$ cat config.mk
export PLATFORM = sky130hd
export DESIGN_NAME = sbp_basic_param_rom_mid
export DESIGN_NICKNAME = d
export VERILOG_FILES = /design/src/shared/sbp_pkg.sv /design/src/shared/sbp_rd_if.sv /design/src/design/sbp_basic_param_rom_mid.sv /design/src/design/sbp_hdr_rom.sv /design/src/design/sbp_table_rom.sv
export SDC_FILE = /design/constraint.sdc
export NUM_CORES = 1
export LEC_CHECK = 0
export ABC_AREA = 1
export BUFFER_PORTS_ARGS = -buffer_cell sky130_fd_sc_hd__buf_2
export CORE_ASPECT_RATIO = 1.75
export CORE_MARGIN = 3
export CORE_UTILIZATION = 40
export DETAILED_ROUTE_END_ITERATION = 10
export PLACE_DENSITY = 0.69
export SYNTH_ARGS = -nofsm -noshare
export SYNTH_HDL_FRONTEND = slang
export SYNTH_SLANG_ARGS = --single-unit
$ cat constraint.sdc
create_clock -name clk -period 3.8 [get_ports clk]
set_input_delay 0.38 -clock clk [delete_from_list [all_inputs] [get_ports clk]]
set_output_delay 0.38 -clock clk [all_outputs]
set_load 0.02 [all_outputs]
$ cat src/shared/sbp_pkg.sv
package sbp_pkg;

	// ************************************************************
	// table geometry
	// ************************************************************
	localparam int unsigned ADDR_WIDTH = 8;
	localparam int unsigned DATA_WIDTH = 8;

	// discovery-table parameter header bytes
	localparam logic [7:0] HDR_ID_VALUE     = 8'ha5;
	localparam logic [7:0] HDR_LENGTH_VALUE = 8'h80;

	// first and last relative offset held by this block
	localparam logic [7:0] OFS_FIRST = 8'h0c;
	localparam logic [7:0] OFS_LAST  = 8'h23;

	// ************************************************************
	// relative offsets
	// ************************************************************
	localparam logic [7:0] OFS_DUAL_OUT_CYC  = 8'h0c;
	localparam logic [7:0] OFS_DUAL_OUT_OP   = 8'h0d;
	localparam logic [7:0] OFS_DUAL_IO_CYC   = 8'h0e;
	localparam logic [7:0] OFS_DUAL_IO_OP    = 8'h0f;
	localparam logic [7:0] OFS_ALL_MODES     = 8'h10;
	localparam logic [7:0] OFS_DUAL_ALL_CYC  = 8'h16;
	localparam logic [7:0] OFS_DUAL_ALL_OP   = 8'h17;
	localparam logic [7:0] OFS_QUAD_ALL_CYC  = 8'h1a;
	localparam logic [7:0] OFS_QUAD_ALL_OP   = 8'h1b;
	localparam logic [7:0] OFS_ERASE1_SIZE   = 8'h1c;
	localparam logic [7:0] OFS_ERASE1_OP     = 8'h1d;
	localparam logic [7:0] OFS_ERASE2_SIZE   = 8'h1e;
	localparam logic [7:0] OFS_ERASE2_OP     = 8'h1f;
	localparam logic [7:0] OFS_ERASE3_SIZE   = 8'h20;
	localparam logic [7:0] OFS_ERASE3_OP     = 8'h21;
	localparam logic [7:0] OFS_ERASE4_SIZE   = 8'h22;
	localparam logic [7:0] OFS_ERASE4_OP     = 8'h23;

	// ************************************************************
	// byte values
	// ************************************************************
	localparam logic [7:0] VAL_DUAL_OUT_CYC  = 8'h08;
	localparam logic [7:0] VAL_DUAL_OUT_OP   = 8'h3b;
	localparam logic [7:0] VAL_DUAL_IO_CYC   = 8'h80;
	localparam logic [7:0] VAL_DUAL_IO_OP    = 8'hbb;
	localparam logic [7:0] VAL_ALL_MODES     = 8'hee;
	localparam logic [7:0] VAL_RESERVED      = 8'hff;
	localparam logic [7:0] VAL_ABSENT_CYC    = 8'hff;
	localparam logic [7:0] VAL_ABSENT_OP     = 8'hff;
	localparam logic [7:0] VAL_ERASE1_SIZE   = 8'h0c;
	localparam logic [7:0] VAL_ERASE1_OP     = 8'h20;
	localparam logic [7:0] VAL_ERASE2_SIZE   = 8'h10;
	localparam logic [7:0] VAL_ERASE2_OP     = 8'hd8;
	localparam logic [7:0] VAL_ERASE3_SIZE   = 8'h12;
	localparam logic [7:0] VAL_ERASE3_OP     = 8'hd8;
	localparam logic [7:0] VAL_ERASE4_SIZE   = 8'h00;
	localparam logic [7:0] VAL_ERASE4_OP     = 8'hff;

	// answer outside the held range
	localparam logic [7:0] VAL_OUT_OF_RANGE  = 8'hff;

	// ************************************************************
	// sequencer
	// ************************************************************
	typedef enum logic [0:0] {
		SBP_IDLE  = 1'b0,
		SBP_BURST = 1'b1
	} sbp_state_type;

endpackage : sbp_pkg

$ cat src/shared/sbp_rd_if.sv
`timescale 1ns/10ps
// ************************************************************
// byte lookup path between sequencer and table
// ************************************************************
interface sbp_rd_if;
	logic       en;
	logic [7:0] addr;
	logic [7:0] data;
	logic       hit;

	modport seq (output en, output addr, input data, input hit);
	modport rom (input en, input addr, output data, output hit);
endinterface : sbp_rd_if

$ cat src/design/sbp_basic_param_rom_mid.sv
`timescale 1ns/10ps
// Overview of operation
// - parameter opens with identifier then length byte
// - offset 0Ch returns 08h dual-out cycles
// - offset 0Dh returns 3Bh dual-out opcode
// - offset 0Eh returns 80h dual-io cycles
// - offset 0Fh returns BBh dual-io opcode
// - offset 10h returns EEh all-modes flags
// - reserved bytes return FFh
// - offset 16h returns FFh dual-all cycles
// - offset 17h returns FFh dual-all opcode
// - offset 1Ah returns FFh quad-all cycles
// - offset 1Bh returns FFh quad-all opcode
// - offset 1Dh returns 20h erase-one opcode
// - offset 1Fh returns D8h erase-two opcode
// - offset 21h returns D8h erase-three opcode
// - offset 23h returns FFh erase-four opcode
module sbp_basic_param_rom_mid
	import sbp_pkg::*;
(
	input  wire logic       clk,
	input  wire logic       arst_n,
	input  wire logic       start,
	input  wire logic [7:0] start_ofs,
	input  wire logic       hdr_sel,
	input  wire logic       next_req,
	input  wire logic       stop,
	output logic            busy,
	output logic            valid,
	output logic [7:0]      rd_data,
	output logic            in_range,
	output logic [7:0]      cur_ofs
);

	// ************************************************************
	// sequencer state
	// ************************************************************
	sbp_state_type state;
	sbp_state_type next_state;
	logic [7:0]    ofs;
	logic [7:0]    next_ofs;
	logic          hdr_mode;
	logic          next_hdr_mode;
	logic          fetch;
	logic          fetch_q;
	logic          next_fetch_q;
	logic          hdr_q;
	logic          next_hdr_q;

	sbp_rd_if      rd ();
	logic [7:0]    hdr_data;

	// one byte fetched per start or next_req while a burst is open
	always_comb
	begin
		next_state    = state;
		next_ofs      = ofs;
		next_hdr_mode = hdr_mode;
		fetch         = 1'b0;
		case (state)
			SBP_IDLE:
			begin
				if (start)
				begin
					next_state    = SBP_BURST;
					next_ofs      = start_ofs;
					next_hdr_mode = hdr_sel;
					fetch         = 1'b1;
				end
			end
			SBP_BURST:
			begin
				if (stop)
					next_state = SBP_IDLE;
				else if (next_req)
				begin
					// address wraps at 8 bits; a host never walks that far
					next_ofs = ofs + 8'h01;
					fetch    = 1'b1;
				end
			end
			default:
				next_state = SBP_IDLE;
		endcase
		next_fetch_q = fetch;
		next_hdr_q   = fetch ? next_hdr_mode : hdr_q;
	end

	always_ff @(posedge clk or negedge arst_n)
	begin
		if (!arst_n)
		begin
			state    <= SBP_IDLE;
			ofs      <= 8'h00;
			hdr_mode <= 1'b0;
			fetch_q  <= 1'b0;
			hdr_q    <= 1'b0;
		end
		else
		begin
			state    <= next_state;
			ofs      <= next_ofs;
			hdr_mode <= next_hdr_mode;
			fetch_q  <= next_fetch_q;
			hdr_q    <= next_hdr_q;
		end
	end

	// ************************************************************
	// lookups
	// ************************************************************
	// both lookups see the address of the byte being fetched now
	assign rd.en   = fetch && !next_hdr_mode;
	assign rd.addr = next_ofs;

	sbp_table_rom u_table (
		.clk    (clk),
		.arst_n (arst_n),
		.rd     (rd.rom)
	);

	sbp_hdr_rom u_hdr (
		.clk     (clk),
		.arst_n  (arst_n),
		.en      (fetch && next_hdr_mode),
		.sel_len (next_ofs[0]),
		.data    (hdr_data)
	);

	// ************************************************************
	// outputs
	// ************************************************************
	// header path always counts as in range for its two bytes
	assign busy     = (state == SBP_BURST);
	assign valid    = fetch_q;
	assign rd_data  = hdr_q ? hdr_data : rd.data;
	assign in_range = hdr_q ? 1'b1 : rd.hit;
	assign cur_ofs  = ofs;

endmodule : sbp_basic_param_rom_mid

$ cat src/design/sbp_hdr_rom.sv
`timescale 1ns/10ps
// registered two-byte parameter header
module sbp_hdr_rom
	import sbp_pkg::*;
(
	input  wire logic clk,
	input  wire logic arst_n,
	input  wire logic en,
	input  wire logic sel_len,
	output logic [7:0] data
);

	logic [7:0] next_data;

	// header: identifier first, then length of what follows
	always_comb
	begin
		next_data = data;
		if (en)
			next_data = sel_len ? HDR_LENGTH_VALUE : HDR_ID_VALUE;
	end

	always_ff @(posedge clk or negedge arst_n)
	begin
		if (!arst_n)
			data <= HDR_ID_VALUE;
		else
			data <= next_data;
	end

endmodule : sbp_hdr_rom

$ cat src/design/sbp_table_rom.sv
`timescale 1ns/10ps
// registered constant lookup of one table byte
module sbp_table_rom
	import sbp_pkg::*;
(
	input  wire logic clk,
	input  wire logic arst_n,
	sbp_rd_if.rom     rd
);

	logic [7:0] data;
	logic [7:0] next_data;
	logic       hit;
	logic       next_hit;

	// ************************************************************
	// constant contents
	// ************************************************************
	function automatic logic [7:0] table_byte(input logic [7:0] ofs);
		logic [7:0] b;
		b = VAL_OUT_OF_RANGE;
		case (ofs)
			OFS_DUAL_OUT_CYC: b = VAL_DUAL_OUT_CYC;
			OFS_DUAL_OUT_OP:  b = VAL_DUAL_OUT_OP;
			OFS_DUAL_IO_CYC:  b = VAL_DUAL_IO_CYC;
			OFS_DUAL_IO_OP:   b = VAL_DUAL_IO_OP;
			OFS_ALL_MODES:    b = VAL_ALL_MODES;
			OFS_DUAL_ALL_CYC: b = VAL_ABSENT_CYC;
			OFS_DUAL_ALL_OP:  b = VAL_ABSENT_OP;
			OFS_QUAD_ALL_CYC: b = VAL_ABSENT_CYC;
			OFS_QUAD_ALL_OP:  b = VAL_ABSENT_OP;
			OFS_ERASE1_SIZE:  b = VAL_ERASE1_SIZE;
			OFS_ERASE1_OP:    b = VAL_ERASE1_OP;
			OFS_ERASE2_SIZE:  b = VAL_ERASE2_SIZE;
			OFS_ERASE2_OP:    b = VAL_ERASE2_OP;
			OFS_ERASE3_SIZE:  b = VAL_ERASE3_SIZE;
			OFS_ERASE3_OP:    b = VAL_ERASE3_OP;
			OFS_ERASE4_SIZE:  b = VAL_ERASE4_SIZE;
			OFS_ERASE4_OP:    b = VAL_ERASE4_OP;
			// reserved_field bytes 11h-15h, 18h, 19h
			default:
			begin
				if (ofs >= OFS_FIRST && ofs <= OFS_LAST)
					b = VAL_RESERVED;
			end
		endcase
		return b;
	endfunction : table_byte

	// next values: hold last byte when not enabled
	always_comb
	begin
		next_data = data;
		next_hit  = hit;
		if (rd.en)
		begin
			next_data = table_byte(rd.addr);
			next_hit  = (rd.addr >= OFS_FIRST) && (rd.addr <= OFS_LAST);
		end
	end

	always_ff @(posedge clk or negedge arst_n)
	begin
		if (!arst_n)
		begin
			data <= VAL_OUT_OF_RANGE;
			hit  <= 1'b0;
		end
		else
		begin
			data <= next_data;
			hit  <= next_hit;
		end
	end

	assign rd.data = data;
	assign rd.hit  = hit;

endmodule : sbp_table_rom

# [Word-level counts from Yosys, hierarchy flattened]
# Cells that the tools add are included.
# W data, S select, Z words.
[word_totals] ramBits=0 output_inout_bits=19 register_bits=29 rom_bits=0 mem_count=0 latchBits=0
[op_classes] n_eq_ne=12 n_div=0 n_bitwise=1 mul=0 muxes=16 shift=0 reduce_logical=5 order_cmp=2 n_addsub=1
[op_table] operator="$pmux W8 S11" n=1
[op_table] operator="$eq A8 B5 Y1 const B" n=5
[op_table] operator="$eq A8 B4 Y1 const B" n=4
[op_table] operator="$mux W8" n=4
[op_table] operator="$eq A8 B6 Y1 const B" n=3
[op_table] operator="$pmux W8 S2" n=1
[op_table] operator="$add A8 B1 Y8 const B" n=1
[op_table] operator="$ge A8 B4 Y1 const B" n=1
[op_table] operator="$le A8 B6 Y1 const B" n=1
[op_table] operator="$mux W1" n=7
[op_table] operator="$mux W6" n=1
[op_table] operator="$pmux W1 S2" n=2
[op_table] operator="$logic_and A1 B1 Y1" n=3
[op_table] operator="$reduce_or A2 Y1" n=1
[op_table] operator="$logic_not A1 Y1" n=1
[op_table] operator="$not A1 Y1" n=1

# [Longest topological paths before layout]
[depth] ltp_word=7 ltp_mapped=17 depth_no_buf=16

# [Modules after synthesis]
# From an unflattened synthesis, not the netlist that was laid out.
[hier_totals] cells_unflattened=253 area_unflattened_um2=1677.9
[modules_own_cells] module="sbp_basic_param_rom_mid" area_each_um2=878.3 cells_per_inst=122 n_inst=1 seq_area_each_um2=300.3
[modules_own_cells] module="sbp_table_rom" area_each_um2=694.4 cells_per_inst=116 n_inst=1 seq_area_each_um2=235.2
[modules_own_cells] module="sbp_hdr_rom" area_each_um2=105.1 cells_per_inst=15 n_inst=1 seq_area_each_um2=26.3

# [Worst setup path after synthesis]
# Ideal clock, no wire load.
[synth_timing] path_kind="register to register" from="register ofs[1] (netlist: cur_ofs[1])" to="register u_table.data[7] (netlist: u_table.rd.data[7])" stages_incl_launch_ff=16 slack_ns=1.830 n_path_buf=1 t_required_ns=3.720 arrival_time_ns=1.890 setup_ns=0.080 path_cell_list="dfrtp_1 -> ha_1 -> nand3_2 -> nor2_4 -> nand3_1 -> nand3_2 -> nand2_2 -> nor2_2 -> buf_6 -> nand3_1 -> nand2_1 -> inv_1 -> nand3_2 -> nand2_1 -> nand2_1 -> nand2_1"
[synth_between] elab_chain_len=7 word_cells_on_any_way=19
[synth_rtl] element="start, declared" line="sbp_basic_param_rom_mid.sv:40" text="logic [7:0] ofs;"
[synth_rtl] element="start signal, assigned" line="sbp_basic_param_rom_mid.sv:102" text="ofs <= next_ofs;"
[synth_rtl] element="$add A8 B1 Y8 (*)" line="sbp_basic_param_rom_mid.sv:78" text="next_ofs = ofs + 8'h01;"
[synth_rtl] element="$mux W8 (*)" line="sbp_basic_param_rom_mid.sv:75" text="else if (next_req)"
[synth_rtl] element="$mux W8 (*)" line="sbp_basic_param_rom_mid.sv:73" text="if (stop)"
[synth_rtl] element="$pmux W8 S2 (*)" line="sbp_basic_param_rom_mid.sv:60" text="case (state)"
[synth_rtl] element="net next_ofs[6]" line="sbp_basic_param_rom_mid.sv:41" text="logic [7:0] next_ofs;"
[synth_rtl] element="$eq A8 B5 Y1 or $eq A8 B6 Y1 (tied branches)" line="sbp_table_rom.sv:22" text="case (ofs)"
[synth_rtl] element="$reduce_or A2 Y1 (no source line)"
[synth_rtl] element="$pmux W8 S11 (*)" line="sbp_table_rom.sv:22"
[synth_rtl] element="end signal, assigned" line="sbp_table_rom.sv:71" text="data <= next_data;"
[synth_rtl] element="end, declared" line="sbp_table_rom.sv:11" text="logic [7:0] data;"
# The timed path passes the listed nets; every way through them passes the cells marked *.
# A chain may end at the register's enable or synchronous reset.

# [Worst setup path after layout]
[layout_timing] from="register ofs[1] (netlist: cur_ofs[1])" to="register u_table.data[6] (netlist: u_table.rd.data[6])"
# The elaborated chain is that of the path after synthesis.

==> reports/metrics.csv <==
metric,value,unit
critPathMaxStageDelay,0.42,ns
critPathKind,flip-flop to flip-flop,
slowest_stage,dfrtp_1,
cpMostUsedCell,nand2_1,
cts_tree,done,
p_total,1.14,mW
grt_first_pass_wirelength,6.57,mm
yosys.area.top_type_share,0.197,
fin_nets,295,
grt_start_max_net_pins,23,
cts_sinks,22,
finalMaxSlewViolations,0,
final-instance-count-excl-fill,327,
io-pin-count,33,
clk_pin_slew,0.08,ns
gp_congestion,0.874,
port_buffers,32,
rsz0062_at_grt,no,
first_pass_iters,4,
overflow,0,
synthAdderAreaFrac,0.00758,
synth_top_family_by_area,simple AND/OR/NAND/NOR gates,
grt_util_met3,0.0115,
skew,0.00226,ns
hp-class,primary input to async pin,
r2r-end,u_table.rd.data[6]$_DFFE_PN1P_,
netlist_area,1650,um2
drive_gt1_frac,0.269,
wl,3.93,mm
synthTopCellsByArea,"dfrtp_1 20%, nand2_1 15%, dfstp_2 14%, nand3_1 8.5%, inv_1 7.3%",
use_met1,0.190,
period_share,0.592,
drc_errors,0,
synth-compound-area-share,0.109,
max-vdd-ir-drop,322,uV
grt_usage,0.175,
die_h,91.0,um
p_leak,1.01,nW
synth_simple_gate_area_frac,0.434,
cts_made_buffers,3,
syn_nets,262,
wl_per_cell,12.0,um
route.antenna.remaining_nets,0,
finalSetupTns,0,ns
clock_path_buffers,2,
crit_fanout,11,
hold_viol,0,
initial_core_util,0.419,
root_buffer,clkbuf_8,
grt_pass1_vias,1520,
crit_path_end_kind,flip-flop,
synth_xor_area_frac,0,
ys_ff_latch,22,
cp.required,3.99,ns
grt.busiest_layer,met2,
die_w,54.6,um
row_count,30,
vias_per_cell,5.06,
relSlewSlack,0.607,
drtIter0Drc,42,
synth_mux_area_frac,0,
cts_setup_buffers,0,
coreArea,3940,um2
detailed_place_hpwl,3.21,mm
die_area,4960,um2
postSynthAreaPerCell,6.68,um2
antenna_found_initial,0,
path_cells,ha_1 > nand3_2 > nor2_4 > nand3_1 > nand3_2 > nand2_2 > nor2_2 > nand3_1 > nand2_1 > inv_1 > nand3_2 > nand2_1 > nand2_1 > nand2_1,
clock_latency,0.26,ns
h-tree-depth,1,
powerDensity,597,nW/um2
cts_resized,0,
insertedDiodeCount,0,
synthCells,247,
startpoint_type,flip-flop,
synth_cell_types,27,
fmax,445,MHz
worst_slew_pin_slew,0.589,ns
dpl.cell_count,323,
yosysWarnings,0,
finalCriticalPeriod,2.25,ns
yosysTopAreaCell,dfrtp_1,
crit_arrival,2.44,ns
reg2regPathDepth,14,
timing.rr.start,cur_ofs[1]$_DFF_PN0_,
run_status,finished clean,
setup_viol,0,
maxCapViolations,0,
met2_usage,0.321,
routed-via-count,1656,
synth-seq-area-share,0.340,
area_growth,15.2,%
reg2reg_slack,1.55,ns
ctsHoldBuffers,0,
==> sequential cells by signal, summed over array words and instances, names as in the netlist <==
register and count:
busy 1, cur_ofs 8, hdr_mode 1, hdr_q 1, u_hdr.data 1, u_table.rd.data 8
u_table.rd.hit 1, valid 1
==> final cells by class <==
cell class	instances	area, um2
Clock inverter	1	30.0
Inverter	37	139
Sequential cell	22	562
Multi-Input combinational cell	184	910
Clock buffer	3	41.3
Fill cell	426	2040
Tap cell	48	60.1
Timing Repair Buffer	32	160
==> worst max-delay path, delay by kind of cell (launching register included) <==
kind | cells | cell delay, ns
buffers and inverters | 1 | 0.06
flip-flops | 1 | 0.42
adder cells (fa/ha/maj) | 1 | 0.24
AND/OR/NAND/NOR | 12 | 1.45
==> power breakdown <==
part / internal, mW / total, mW / switching (mW)
sequential: 0.344 / 0.415 / 0.0712
combinational: 0.165 / 0.506 / 0.341
clock: 0.141 / 0.215 / 0.0739
==> logic make-up (layout without fill, tap and decap cells) <==
group                    count (synthesis)  in the layout
flip-flops                              22             22
AND/OR/NAND/NOR                        151            151
buffers and inverters                   41             73
AO/OA/AOI/OAI                           32             32
adder cells (fa/ha/maj)                  1              1
==> stage by stage <==
stage / worst slack [ns] / hold slack, ns / area, um2 / utilization
floorplan: 1.83 / 0.0844 / 1650 / -
global placement: 1.57 / 0.374 / 1830 / 0.464
detailed placement: 1.59 / 0.375 / 1830 / 0.464
CTS: 1.58 / 0.0890 / 1900 / 0.483
global route: 1.33 / 0.101 / 1900 / 0.483
finish: 1.55 / 0.0675 / 1900 / 0.483
==> synthesized netlist by cell type, drive strengths merged <==
cell,count
clkinv,1
nand2,79
ha,1
dfrtp,13
nand4,4
a21oi,12
o2111ai,1
o21ai,14
nand3,32
dfstp,9
buf,3
o211ai,4
clkbuf,1
nand3b,1
nor2,33
a22oi,1
inv,36
or2,2
==> metal layers <==
metal / part of all wire / vias up / wire length [um]
li1: - / 852 / -
met1: 0.38 / 743 / 1490
met2: 0.55 / 50 / 2160
met3: 0.040 / 11 / 157
met4: 0.032 / 0 / 126
met5: 0 / - / 0
==> cell usage in the layout, fill, tap and decap left out, types with 3 or more instances in the layout <==
cell type	n
inv_2	4
nor2_2	5
buf_2	32
clkbuf_8	3
nand2_2	11
nand3_2	4
a21oi_1	12
dfrtp_1	13
nand2_1	68
nor2_1	25
nand3_1	28
o21ai_0	12
inv_1	32
nand4_1	4
o211ai_1	4
dfstp_2	9
==> worst max path at each step <==
stage          cells after the start                 start                              to  slack, ns
6_report                          14  cur_ofs[1]$_DFF_PN0_  u_table.rd.data[6]$_DFFE_PN1P_       1.55
2_1_floorplan                     15  cur_ofs[1]$_DFF_PN0_  u_table.rd.data[7]$_DFFE_PN1P_       1.83
3_5_place_dp                      15                  stop  u_table.rd.data[7]$_DFFE_PN1P_       1.59
4_1_cts                           14  cur_ofs[1]$_DFF_PN0_  u_table.rd.data[6]$_DFFE_PN1P_       1.58
5_1_grt                           13        busy$_DFF_PN0_  u_table.rd.data[7]$_DFFE_PN1P_       1.33
3_3_place_gp                      15                  stop  u_table.rd.data[6]$_DFFE_PN1P_       1.57
Power figures use the tool's default switching activity.
